### config.mk
export PLATFORM = sky130hd
export DESIGN_NAME = adcsq_seq
export DESIGN_NICKNAME = d
export VERILOG_FILES = /design/src/adcsq_pkg.sv /design/src/adcsq_cnt.sv /design/src/adcsq_seq.sv
export VERILOG_INCLUDE_DIRS = /design/src
export SDC_FILE = /design/constraint.sdc
export NUM_CORES = 1
export LEC_CHECK = 0
export BUFFER_PORTS_ARGS = -buffer_cell sky130_fd_sc_hd__buf_2
export CAP_MARGIN = 40
export CORE_ASPECT_RATIO = 0.5
export CORE_MARGIN = 1
export CORE_UTILIZATION = 34
export DETAILED_ROUTE_END_ITERATION = 10
export GPL_ROUTABILITY_DRIVEN = 0
export PLACE_DENSITY = 0.51
export SLEW_MARGIN = 0
export SYNTH_ARGS = -nofsm -noshare
export SYNTH_HDL_FRONTEND = slang
export SYNTH_SLANG_ARGS = --single-unit
### constraint.sdc
create_clock -name mclk -period 10.2 [get_ports mclk]
set_clock_uncertainty 0.1 [all_clocks]
set_input_delay 1.02 -clock mclk [delete_from_list [all_inputs] [get_ports mclk]]
set_output_delay 1.02 -clock mclk [all_outputs]
set_load 0.05 [all_outputs]
### src/adcsq_defines.svh
// Offsets, bit positions, reset values and cycle counts of the sequencer.
// Assumes inclusion by its bare name from package and design files.
`ifndef ADCSQ_DEFINES_SVH
`define ADCSQ_DEFINES_SVH

// ****************************************
// Register byte offsets
// ****************************************
`define ADCSQ_OFS_CONFIG 8'h00
`define ADCSQ_OFS_TIMER 8'h04
`define ADCSQ_OFS_STATUS 8'h08
`define ADCSQ_RAM_BASE_HI 3'h1
`define ADCSQ_ADR_W 8

// ****************************************
// Configuration bits
// ****************************************
`define ADCSQ_CFG_START 0
`define ADCSQ_CFG_RESET 1
`define ADCSQ_CFG_SHORT_CAL 2
`define ADCSQ_CFG_FULL_CAL 3
`define ADCSQ_CFG_SHORT_CAL_ALT 6
`define ADCSQ_CFG_RESET_VAL 16'h0000

// ****************************************
// Instruction word bits
// ****************************************
`define ADCSQ_INS_PAUSE 0
`define ADCSQ_INS_LOOP 1
`define ADCSQ_INS_REDUCED 8
`define ADCSQ_INS_TIMER_EN 9
`define ADCSQ_INS_WATCH 11
`define ADCSQ_INS_ACQ_LO 12
`define ADCSQ_INS_RESET_VAL 16'h0000

// ****************************************
// Status bits
// ****************************************
`define ADCSQ_STAT_RUN 0
`define ADCSQ_STAT_CAL 1
`define ADCSQ_STAT_PAUSED 2
`define ADCSQ_STAT_IP_LO 8

// ****************************************
// State durations in clock cycles
// ****************************************
`define ADCSQ_SHORT_CAL_CYC 76
`define ADCSQ_FULL_CAL_CYC 4944
`define ADCSQ_TMR_MUL 32
`define ADCSQ_TMR_ADD 2
`define ADCSQ_ACQ_FULL_ADD 9
`define ADCSQ_ACQ_RED_ADD 2
`define ADCSQ_CMP1_CYC 5
`define ADCSQ_LIM2_CYC 1
`define ADCSQ_CONV_FULL_CYC 44
`define ADCSQ_CONV_RED_CYC 21
`define ADCSQ_CONV_WATCH_CYC 5
`define ADCSQ_CNT_W 22

`endif

### src/adcsq_pkg.sv
// Types shared by the sequencer, its checker, core model and bench.
// Assumes adcsq_defines.svh is on the include path.
`include "adcsq_defines.svh"

package adcsq_pkg;

	typedef enum logic [2:0] {
		ST_FETCH,
		ST_CHECK,
		ST_CAL,
		ST_TIMER,
		ST_ACQ,
		ST_CMP1,
		ST_LIM2,
		ST_CONV
	} adcsq_state_t;

	typedef struct packed {
		logic cyc;
		logic stb;
		logic we;
		logic [`ADCSQ_ADR_W-1:0] adr;
		logic [3:0] sel;
		logic [31:0] dat;
	} adcsq_wb_req_t;

	// Sixteen bits: D 15:12, watch 11, timer enable 9, reduced 8, loop 1, pause 0
	typedef struct packed {
		logic [3:0] acq;
		logic watch;
		logic rsv;
		logic timer_en;
		logic reduced;
		logic [5:0] lo;
		logic loop;
		logic pause;
	} adcsq_instr_t;

endpackage

### src/adcsq_cnt.sv
// Down counter that times one sequencer state.
// Assumes a single clock; load takes priority over counting.
`timescale 1ns/1ps
`default_nettype none

module adcsq_cnt #(
	parameter int W = 22
) (
	// Clock and reset
	input wire logic mclk,
	input wire logic rstn,
	input wire logic ce,
	// Control
	input wire logic load,
	input wire logic [W-1:0] load_val,
	// Status
	output logic zero
);

	logic [W-1:0] cnt_r;
	logic [W-1:0] cnt_nxt;

	assign zero = (cnt_r == '0);
	assign cnt_nxt = load ? load_val : (zero ? cnt_r : cnt_r - W'(1));

	always_ff @(posedge mclk or negedge rstn) begin
		if (!rstn) begin
			cnt_r <= '0;
		end else if (ce) begin
			cnt_r <= cnt_nxt;
		end
	end

endmodule

`default_nettype wire

### src/adcsq_seq.sv
// Instruction sequencer of a self-calibrating converter with a Wishbone slave.
// Assumes a classic Wishbone master on mclk and a converter core that follows
// the state and instruction outputs.
`timescale 1ns/1ps
`include "adcsq_defines.svh"
`default_nettype none

module adcsq_seq
	import adcsq_pkg::*;
#(
	parameter int FULL_CAL_CYC = `ADCSQ_FULL_CAL_CYC,
	parameter int SLOTS = 8
) (
	// Clock, reset, enable
	input wire logic mclk,
	input wire logic rstn,
	input wire logic ce,
	// Wishbone slave
	input wire adcsq_wb_req_t wb_req,
	output logic [31:0] wb_dat_o,
	output logic wb_ack_o,
	// Converter core
	output adcsq_state_t seq_state_o,
	output adcsq_instr_t seq_instr_o,
	output logic [2:0] seq_ip_o,
	output logic seq_run_o
);

	localparam int CW = `ADCSQ_CNT_W;

	// ****************************************
	// Declarations
	// ****************************************
	adcsq_state_t state_r;
	adcsq_state_t state_nxt;
	logic [2:0] ip_r;
	logic [2:0] ip_nxt;
	logic [15:0] cfg_r;
	logic [15:0] cfg_nxt;
	logic [15:0] tmr_r;
	logic [15:0] tmr_nxt;
	logic [15:0] ram_r [SLOTS];
	adcsq_instr_t ins_r;
	adcsq_instr_t ins_nxt;
	logic paused_r;
	logic paused_nxt;
	logic ack_r;
	logic [31:0] dat_r;
	logic [31:0] rd_mux;

	// ****************************************
	// Functions
	// ****************************************
	// Cycles spent in a state, minus one, as loaded into the counter
	function automatic logic [CW-1:0] dur_m1(input adcsq_state_t s,
		input adcsq_instr_t i, input logic [15:0] cfg, input logic [15:0] tmr);
		logic [CW-1:0] d;
		d = CW'(1);
		case (s)
			ST_CAL: begin
				if (cfg[`ADCSQ_CFG_FULL_CAL]) begin
					d = CW'(FULL_CAL_CYC);
				end else begin
					d = CW'(`ADCSQ_SHORT_CAL_CYC);
				end
			end
			ST_TIMER: begin
				d = CW'(`ADCSQ_TMR_MUL) * CW'(tmr) + CW'(`ADCSQ_TMR_ADD);
			end
			ST_ACQ: begin
				if (i.reduced || i.watch) begin
					d = CW'(`ADCSQ_ACQ_RED_ADD) + CW'({i.acq, 1'b0});
				end else begin
					d = CW'(`ADCSQ_ACQ_FULL_ADD) + CW'({i.acq, 1'b0});
				end
			end
			ST_CMP1: begin
				d = CW'(`ADCSQ_CMP1_CYC);
			end
			ST_LIM2: begin
				d = CW'(`ADCSQ_LIM2_CYC);
			end
			ST_CONV: begin
				if (i.watch) begin
					d = CW'(`ADCSQ_CONV_WATCH_CYC);
				end else if (i.reduced) begin
					d = CW'(`ADCSQ_CONV_RED_CYC);
				end else begin
					d = CW'(`ADCSQ_CONV_FULL_CYC);
				end
			end
			default: begin
				d = CW'(1);
			end
		endcase
		return d - CW'(1);
	endfunction

	// Next timed state after a given one, skipping optional states
	function automatic adcsq_state_t follow(input adcsq_state_t s,
		input adcsq_instr_t i, input logic cal_req);
		adcsq_state_t n;
		n = ST_FETCH;
		case (s)
			ST_CHECK: begin
				if (cal_req) begin
					n = ST_CAL;
				end else if (i.timer_en) begin
					n = ST_TIMER;
				end else begin
					n = ST_ACQ;
				end
			end
			ST_CAL: begin
				n = i.timer_en ? ST_TIMER : ST_ACQ;
			end
			ST_TIMER: begin
				n = ST_ACQ;
			end
			ST_ACQ: begin
				n = ST_CMP1;
			end
			ST_CMP1: begin
				n = ST_LIM2;
			end
			ST_LIM2: begin
				n = ST_CONV;
			end
			default: begin
				n = ST_FETCH;
			end
		endcase
		return n;
	endfunction

	// ****************************************
	// Bus decode
	// ****************************************
	wire bus_req = wb_req.cyc && wb_req.stb;
	wire bus_wr = bus_req && wb_req.we && ack_r;
	wire lane_lo = wb_req.sel[0];
	wire lane_hi = wb_req.sel[1];
	wire hit_cfg = (wb_req.adr == `ADCSQ_OFS_CONFIG);
	wire hit_tmr = (wb_req.adr == `ADCSQ_OFS_TIMER);
	wire hit_stat = (wb_req.adr == `ADCSQ_OFS_STATUS);
	wire hit_ram = (wb_req.adr[7:5] == `ADCSQ_RAM_BASE_HI) && (wb_req.adr[1:0] == 2'h0);
	wire [2:0] ram_idx = wb_req.adr[4:2];
	wire wr_cfg = bus_wr && hit_cfg;
	wire wr_tmr = bus_wr && hit_tmr;
	wire wr_ram = bus_wr && hit_ram;
	wire [15:0] wr_mask = {{8{lane_hi}}, {8{lane_lo}}};
	wire [15:0] wr_data = wb_req.dat[15:0];

	// Writing one to the reset flag
	wire soft_reset = wr_cfg && lane_lo && wr_data[`ADCSQ_CFG_RESET];

	// ****************************************
	// Status word
	// ****************************************
	wire cal_req = cfg_r[`ADCSQ_CFG_SHORT_CAL] || cfg_r[`ADCSQ_CFG_SHORT_CAL_ALT]
		|| cfg_r[`ADCSQ_CFG_FULL_CAL];
	wire start = cfg_r[`ADCSQ_CFG_START];
	wire [15:0] status_word = {5'h00, ip_r, 5'h00, paused_r, (state_r == ST_CAL), start};

	always_comb begin
		rd_mux = 32'h00000000;
		if (hit_cfg) begin
			rd_mux = {16'h0000, cfg_r};
		end else if (hit_tmr) begin
			rd_mux = {16'h0000, tmr_r};
		end else if (hit_stat) begin
			rd_mux = {16'h0000, status_word};
		end else if (hit_ram) begin
			rd_mux = {16'h0000, ram_r[ram_idx]};
		end
	end

	// ****************************************
	// Sequencer control
	// ****************************************
	logic cnt_load;
	logic cnt_zero;
	adcsq_state_t load_state;
	wire [CW-1:0] cnt_val = dur_m1(load_state, ins_nxt, cfg_r, tmr_r);
	wire adcsq_instr_t ram_word = adcsq_instr_t'(ram_r[ip_r]);
	wire pause_hit = ins_r.pause && !paused_r;
	wire go = start && !pause_hit;
	wire ins_done = (state_r == ST_CONV) && cnt_zero;

	always_comb begin
		state_nxt = state_r;
		ip_nxt = ip_r;
		ins_nxt = ins_r;
		paused_nxt = paused_r;
		cnt_load = 1'b0;
		load_state = ST_FETCH;
		case (state_r)
			ST_FETCH: begin
				ins_nxt = ram_word;
				state_nxt = ST_CHECK;
			end
			ST_CHECK: begin
				if (pause_hit && start) begin
					paused_nxt = 1'b1;
				end
				if (go) begin
					state_nxt = follow(ST_CHECK, ins_r, cal_req);
					cnt_load = 1'b1;
					load_state = state_nxt;
					paused_nxt = 1'b0;
				end
			end
			ST_CAL, ST_TIMER, ST_ACQ, ST_CMP1, ST_LIM2: begin
				if (cnt_zero) begin
					state_nxt = follow(state_r, ins_r, cal_req);
					cnt_load = 1'b1;
					load_state = state_nxt;
				end
			end
			ST_CONV: begin
				if (cnt_zero) begin
					state_nxt = ST_FETCH;
					if (ins_r.loop) begin
						ip_nxt = 3'h0;
					end else begin
						ip_nxt = ip_r + 3'h1;
					end
				end
			end
			default: begin
				state_nxt = ST_FETCH;
			end
		endcase
		if (soft_reset) begin
			state_nxt = ST_FETCH;
			ip_nxt = 3'h0;
			paused_nxt = 1'b0;
			cnt_load = 1'b0;
		end
	end

	// ****************************************
	// Configuration and timer registers
	// ****************************************
	always_comb begin
		cfg_nxt = cfg_r;
		if (wr_cfg) begin
			cfg_nxt = (cfg_r & ~wr_mask) | (wr_data & wr_mask);
		end
		if (state_r == ST_CAL && cnt_zero && !wr_cfg) begin
			cfg_nxt[`ADCSQ_CFG_SHORT_CAL] = 1'b0;
			cfg_nxt[`ADCSQ_CFG_FULL_CAL] = 1'b0;
		end
		if (state_r == ST_CHECK && pause_hit && start && !wr_cfg) begin
			cfg_nxt[`ADCSQ_CFG_START] = 1'b0;
		end
		if (soft_reset) begin
			cfg_nxt[`ADCSQ_CFG_START] = 1'b0;
		end
		cfg_nxt[`ADCSQ_CFG_RESET] = 1'b0;
	end

	assign tmr_nxt = wr_tmr ? ((tmr_r & ~wr_mask) | (wr_data & wr_mask)) : tmr_r;

	// ****************************************
	// State timer
	// ****************************************
	adcsq_cnt #(
		.W(CW)
	) u_cnt (
		.mclk(mclk),
		.rstn(rstn),
		.ce(ce),
		.load(cnt_load),
		.load_val(cnt_val),
		.zero(cnt_zero)
	);

	// ****************************************
	// Flip-flops
	// ****************************************
	always_ff @(posedge mclk or negedge rstn) begin
		if (!rstn) begin
			state_r <= ST_FETCH;
			ip_r <= 3'h0;
			ins_r <= adcsq_instr_t'(`ADCSQ_INS_RESET_VAL);
			paused_r <= 1'b0;
		end else if (ce) begin
			state_r <= state_nxt;
			ip_r <= ip_nxt;
			ins_r <= ins_nxt;
			paused_r <= paused_nxt;
		end
	end

	always_ff @(posedge mclk or negedge rstn) begin
		if (!rstn) begin
			cfg_r <= `ADCSQ_CFG_RESET_VAL;
			tmr_r <= 16'h0000;
		end else if (ce) begin
			cfg_r <= cfg_nxt;
			tmr_r <= tmr_nxt;
		end
	end

	always_ff @(posedge mclk or negedge rstn) begin
		if (!rstn) begin
			for (int k = 0; k < SLOTS; k++) begin
				ram_r[k] <= `ADCSQ_INS_RESET_VAL;
			end
		end else if (ce && wr_ram) begin
			ram_r[ram_idx] <= (ram_r[ram_idx] & ~wr_mask) | (wr_data & wr_mask);
		end
	end

	always_ff @(posedge mclk or negedge rstn) begin
		if (!rstn) begin
			ack_r <= 1'b0;
			dat_r <= 32'h00000000;
		end else if (ce) begin
			ack_r <= bus_req && !ack_r;
			if (bus_req && !ack_r) begin
				dat_r <= rd_mux;
			end
		end
	end

	// ****************************************
	// Outputs
	// ****************************************
	assign wb_ack_o = ack_r;
	assign wb_dat_o = dat_r;
	assign seq_state_o = state_r;
	assign seq_instr_o = ins_r;
	assign seq_ip_o = ip_r;
	assign seq_run_o = start;

endmodule

`default_nettype wire

==> results.toml, run 1 <==
[status]
outcome = "finished with violations"
violations = "DRC"

[die]
core_um2 = 36200
die_area_um2 = 37900
dieWidth_um = 274
io_pins = 106
initial_core_util = 0.348
rows = 49
fp.dieH_um = 138

[power]
power_frac_seq = 0.446
p_leak_nw = 6.38
comb_power_share = 0.108
switching_share = 0.268
p_clk_frac = 0.446
ir_drop_v = 0.000115
p_per_area_nw_per_um2 = 148
p_switching_mw = 0.566
p_total_mw = 2.11
p_int_mw = 1.55

[setup_path]
cp-startpoint = "wb_req[38]"
required_ns = 10.52
worstSetupEndpointType = "flop"
cp-start-kind = "input pin"
critPathKind = "input pin to flop"
cp-endpoint = "u_cnt.cnt_r[16]"
worstPathMaxFanout = 44
rrSetupSlack_ns = 4.71
r2r-start = "seq_ip_o[0]"
cp.arrival_ns = 5.90
r2r_cells = 19
timing.rr.end = "u_cnt.cnt_r[16]"

[routing]
ant_nets = 0
viasPerCell = 5.67
wire_per_inst_um = 22.3
initialDrtViolationCount = 774
dr.pass1.iters = 8
routed_wl_um = 36600
drc = 13
vias = 9296

[synth]
synth_area_um2 = 12600
synthTopCellsByCount = "dfrtp_1, mux2_2, nand2_1"
yosysMostFrequentCell = "dfrtp_1"
netlist_top_cells_area = "dfrtp_1, mux2_2, mux4_2, nand2_1, o21ai_0"
avgSynthCellArea_um2 = 11.6
yosysUniqueCellTypes = 73
synth_top_cell_by_area = "dfrtp_1"
async_flop_share = 1.00
ys_seq_area_frac = 0.439
ys.flop_type = "dfrtp_1"
synth_cells = 1089
synth_top_area_share = 0.439
synth-edff-count = 0
yosys_register_bits = 221
yosysWarnings = 0

[sta]
grt_setup_unrepaired = "no"
timing.slew.headroom = 0.393
setup_viol = 0
fmax_mhz = 179
hold_violations = 0
layout_worst_path_cycle_share = 0.547
fin_crit_ns = 5.58
worst_pin_slew_ns = 0.900
fin_setup_tns_ns = 0
finalMaxSlewViolations = 0

[layout]
antenna_cells = 0
syn_to_final_growth_pct = 13.4
fin_area_um2 = 14300
fillers = 3508
drive_gt1_frac = 0.351
layout.nets = 1193

[cts]
cts_root_buf = "clkbuf_16"
path_clk_slew_ns = 0.07
cts_hold_buf = 0
cts_sinks = 221
clock_path_buffers = 3
cts_tree = "yes"
cts_resized = 0
insertion_delay_ns = 0.54
htree_levels = 1
numCtsBuffers = 23
cts_setup_buffers = 0

[grt]
grt_antenna_before_repair = 0
grt_use_total = 0.194
grt_overflow_total = 0
grt_pass1_vias = 9371
grt_pass1_wl_um = 56800
grt_start_max_net_pins = 88

[placement]
placed_area_um2 = 13400
io_buffers = 71
dp_hpwl_um = 24400

[run]
max_cap_violations = 0

[worst_hold_path]
min_path_type = "input pin to asynchronous set/reset pin"
[power by group through the flow]
stage / Combinational (mW) / Clock [mW] / Sequential, mW
floorplan: 0.158 / 0 / 0.950
global placement: 0.223 / 0 / 0.956
detailed placement: 0.228 / 0 / 0.956
CTS: 0.229 / 0.967 / 0.940
global route: 0.250 / 1.01 / 0.944
finish: 0.228 / 0.943 / 0.941
[layout make-up]
class | count | area [µm²] | share of cell area
clock buffer | 34 | 687 | 0.0481
clock inverter | 8 | 155 | 0.0109
inverter | 10 | 37.5 | 0.00263
multi-input combinational | 787 | 6700 | 0.469
sequential | 221 | 5530 | 0.387
tap | 484 | 606 | 0.0424
timing repair buffer | 96 | 568 | 0.0398
[worst min path at each step]
| stage | start | endpoint | slack, ns | depth (start not counted) |
|---|---|---|---|---|
| 2_1_floorplan | u_cnt.cnt_r[11] | u_cnt.cnt_r[11] | 0.35 | 1 |
| 5_1_grt | rstn | ram_r[100] | 0.41 | 1 |
| 3_3_place_gp | seq_instr_o[5] | seq_instr_o[5] | 0.36 | 2 |
| 6_report | rstn | ram_r[100] | 0.36 | 1 |
| 3_5_place_dp | wb_dat_o[0] | wb_dat_o[0] | 0.37 | 2 |
| 4_1_cts | rstn | ram_r[100] | 0.38 | 1 |
[per-stage QoR]
stage | hold WS [ns] | setup WS [ns] | cells | util
6_report | 0.357 | 4.62 | 1640 | 0.395
5_1_grt | 0.407 | 4.27 | 1640 | 0.395
4_1_cts | 0.384 | 4.69 | 1640 | 0.395
3_5_place_dp | 0.370 | 4.15 | 1598 | 0.372
3_3_place_gp | 0.358 | 4.15 | 1595 | 0.371
2_1_floorplan | 0.352 | 4.81 | 1104 | -
[critical path, cell delays in order]
cell,delay [ns]
buf_2,0.08
buf_4,0.63
nor4_1,0.20
and4_1,0.37
nor4_1,0.62
nor2_2,0.08
buf_4,0.26
o31ai_1,0.57
inv_1,0.10
ha_1,0.25
nor3b_1,0.15
a41oi_1,0.22
o21ba_2,0.20
o31a_1,0.11
nand4_1,0.09
o21ai_0,0.07
buf_4,0.22
nor2b_1,0.15
xnor2_1,0.13
a221o_1,0.33
[layout by cell type, fill, tap and decap left out, types with 5 or more instances in the layout]
| cell type | n |
|---|---|
| nand4_1 | 9 |
| o31ai_1 | 7 |
| nand2_1 | 97 |
| clkbuf_16 | 23 |
| o21ai_0 | 68 |
| a21o_1 | 5 |
| inv_1 | 10 |
| mux4_2 | 61 |
| mux2i_1 | 25 |
| buf_4 | 23 |
| nand2b_1 | 7 |
| a22oi_1 | 9 |
| buf_2 | 70 |
| nand3_1 | 17 |
| xor2_1 | 5 |
| a31oi_1 | 7 |
| nor3_1 | 17 |
| dfrtp_1 | 220 |
| nor2b_1 | 8 |
| or3_1 | 8 |
| and3_1 | 14 |
| nor3b_1 | 5 |
| a2bb2oi_1 | 7 |
| nand3b_1 | 5 |
| a21oi_1 | 37 |
| clkbuf_8 | 7 |
| a222oi_1 | 9 |
| nor2_1 | 52 |
| conb_1 | 16 |
| or4_1 | 8 |
| mux2_2 | 195 |
| nor4_1 | 11 |
[cell families after synthesis]
logic type / synth area share
xor+xnor: 0.00626
other cells: 0.000298
flops: 0.439
compound gates: 0.101
mux: 0.303
fa+ha+maj: 0.00397
buf+inv: 0.0343
simple gates: 0.112
[per-layer routing]
layer | global-route usage | vias to the layer above | share of wire
li1 | - | 4201 | -
met1 | 0.283 | 4782 | 0.47
met2 | 0.305 | 265 | 0.46
met3 | 0.0320 | 48 | 0.056
met4 | 0.0409 | 0 | 0.019
met5 | 0 | - | 0
Note: power is estimated with default switching activity, not from simulation.
==> inputs of run 2 (changes only) <==
- ABC_AREA: default -> 1
- PLACE_DENSITY: 0.51 -> 0.53
- clock period: 10.2 -> 4.5 ns (I/O delays scaled with it)
==> results.toml, run 2 <==
[status]
outcome = "completed"

[die]
initial_core_util = 0.349
die_area_um2 = 38200
fp.dieH_um = 139
dieWidth_um = 275
rows = 49
core_um2 = 36400
io_pins = 106

[synth]
synth_cells = 1699
yosysWarnings = 0
yosysMostFrequentCell = "nand2_1"
synth_top_area_share = 0.436
yosysUniqueCellTypes = 58
ys.flop_type = "dfrtp_1"
synth_top_cell_by_area = "dfrtp_1"
synth-edff-count = 0
ys_seq_area_frac = 0.436
synth_area_um2 = 12700
yosys_register_bits = 221
avgSynthCellArea_um2 = 7.47
netlist_top_cells_area = "dfrtp_1, nand2_1, o21ai_0, inv_1, nand3_1"
synthTopCellsByCount = "nand2_1, o21ai_0, dfrtp_1"
async_flop_share = 1.00

[grt]
grt_pass1_wl_um = 67700
grt_start_max_net_pins = 94
grt_antenna_before_repair = 1
grt_use_total = 0.229
grt_pass1_vias = 11200
grt_overflow_total = 0

[cts]
cts_resized = 0
cts_root_buf = "clkbuf_16"
numCtsBuffers = 24
cts_tree = "yes"
cts_setup_buffers = 0
clock_path_buffers = 3
insertion_delay_ns = 0.56
cts_sinks = 221
htree_levels = 1
path_clk_slew_ns = 0.06

[setup_path]
cp_num_cells = 20
cpMostUsedCell = "nand2_1"
r2r-start = "seq_ip_o[0]"
path_delay_family = "simple AND/OR/NAND/NOR gates"
cp-start-kind = "flop"
worstSetupEndpointType = "flop"
r2r_cells = 20
critPathKind = "flop to flop"
cp-endpoint = "u_cnt.cnt_r[14]"
rrSetupSlack_ns = 0.84
crit_chain = "buf_4 -> nand2_1 -> nand2_1 -> nand2_1 -> nand3_1 -> nand3_1 -> nand2_1 -> inv_2 -> nand2_2 -> nand2_1 -> nand3_1 -> nand2_1 -> mux2i_1 -> ha_1 -> nand3_1 -> nor2_1 -> buf_4 -> nand4_1 -> nand3_1 -> o21ai_1"
slowest_stage = "dfrtp_2"
cp.arrival_ns = 3.99
cp-startpoint = "seq_ip_o[0]"
critPathBufInv = 3
timing.rr.end = "u_cnt.cnt_r[14]"
worstPathMaxFanout = 34
max_stage_delay_ns = 0.41
required_ns = 4.82

[power]
p_int_mw = 3.83
switching_share = 0.370
p_leak_nw = 6.66
comb_power_share = 0.272
p_switching_mw = 2.25
power_frac_seq = 0.371
p_clk_frac = 0.357
p_per_area_nw_per_um2 = 420
ir_drop_v = 0.000243

[sta]
timing.slew.headroom = 0.371
setup_viol = 0
hold_violations = 0
fin_setup_tns_ns = 0
fin_crit_ns = 3.66
grt_setup_unrepaired = "no"
hold_slack_ns = 0.0898
layout_worst_path_cycle_share = 0.814
finalMaxSlewViolations = 0
worst_pin_slew_ns = 0.934
fmax_mhz = 273

[routing]
dr.pass1.iters = 6
ant_nets = 0
drc = 0
routed_wl_um = 43200
viasPerCell = 5.26
initialDrtViolationCount = 1365
wire_per_inst_um = 19.1
vias = 11900

[run]
max_cap_violations = 0

[layout]
drive_gt1_frac = 0.139
antenna_cells = 0
mostFrequentLayoutCell = "nand2_1"
layout.nets = 1812
syn_to_final_growth_pct = 13.8
layout_common_cells = "nand2_1, o21ai_0, dfrtp_1, inv_1, nor2_1"

[placement]
io_buffers = 71
dp_hpwl_um = 29900

[worst_hold_path]
min_path_type = "input pin to flop"
[run 2: changes by cell type after synthesis, moves of 61 or more]
| cell | previous run | this run |
|---|---|---|
| inv_1 | 10 | 138 |
| mux2_2 | 195 | 3 |
| mux4_2 | 61 | 0 |
| nand2_1 | 97 | 426 |
| nand3_1 | 17 | 102 |
| nor2_1 | 53 | 122 |
| o21ai_0 | 68 | 318 |
[run 2: cell type report]
class	instances	area, µm²
multi-input cells	1228	6070
fillers	3816	21900
inverters	156	591
well taps	484	606
clock buffers	33	714
clock inverters	11	144
flip-flops and latches	221	5530
repair buffers	127	787
[run 2: how the worst min path moves through the flow]
stage | start | depth (start not counted) | slack (ns) | end
3_5_place_dp | wb_dat_o[1] | 2 | 0.37 | wb_dat_o[1]
2_1_floorplan | rstn | 0 | 0.05 | asynchronous set/reset pin
6_report | wb_req[2] | 2 | 0.09 | flop
5_1_grt | wb_req[0] | 2 | 0.08 | flop
3_3_place_gp | wb_dat_o[3] | 2 | 0.36 | wb_dat_o[3]
4_1_cts | wb_req[0] | 2 | 0.07 | flop
[run 2: worst register-to-register path, cell delays in order, from the launching register on]
cell and delay, ns:
dfrtp_2 0.41, buf_4 0.35, nand2_1 0.09, nand2_1 0.08, nand2_1 0.04, nand3_1 0.10
nand3_1 0.16, nand2_1 0.21, inv_2 0.06, nand2_2 0.13, nand2_1 0.07, nand3_1 0.08
nand2_1 0.05, mux2i_1 0.30, ha_1 0.30, nand3_1 0.12, nor2_1 0.38, buf_4 0.23
nand4_1 0.10, nand3_1 0.11, o21ai_1 0.06
[run 2: cell families (layout without fill, tap and decap cells)]
family | count (synthesis) | after routing | synth area share
other | 1 | 16 | 0.000295
AOI/OAI and AO/OA | 472 | 472 | 0.213
DFF | 221 | 221 | 0.436
xor gates and xnor gates | 2 | 2 | 0.00138
adders and majority gates | 4 | 4 | 0.00394
muxes | 4 | 4 | 0.00345
buffers and inverters | 265 | 327 | 0.0909
and+or+nand+nor | 730 | 730 | 0.251
[run 2: what timing repair did]
| action | CTS | global route |
|---|---|---|
| endpoints found under the hold margin | 90 | 0 |
| endpoints found under the setup margin | 0 | 0 |
| hold buffers | 1 | 0 |
[run 2: routing by layer]
layer  routed length [µm]  GRT usage  share of wire
met5                    0          0              0
met4                  877     0.0489          0.020
met3                 2990     0.0400          0.069
met1                20200      0.336           0.47
met2                19100      0.350           0.44
[run 2: stage by stage]
stage / cells / worst slack, ns / power, mW / area (µm²) / util
finish: 2260 / 0.836 / 6.07 / 14400 / 0.397
global route: 2260 / 0.430 / 6.37 / 14400 / 0.397
CTS: 2260 / 0.808 / 6.10 / 14400 / 0.397
detailed placement: 2215 / 0.829 / 3.93 / 13600 / 0.373
global placement: 2205 / 0.830 / 3.92 / 13500 / 0.372
floorplan: 1714 / 1.44 / 3.43 / 12800 / -
[run 2: power groups by stage]
stage                     registers (mW)  clock network (mW)  logic (mW)
after floorplan                     2.51                   0       0.914
after global placement              2.28                   0        1.64
final                               2.25                2.17        1.65
after CTS                           2.25                2.20        1.65
after detailed placement            2.29                   0        1.64
after global routing                2.26                2.29        1.82
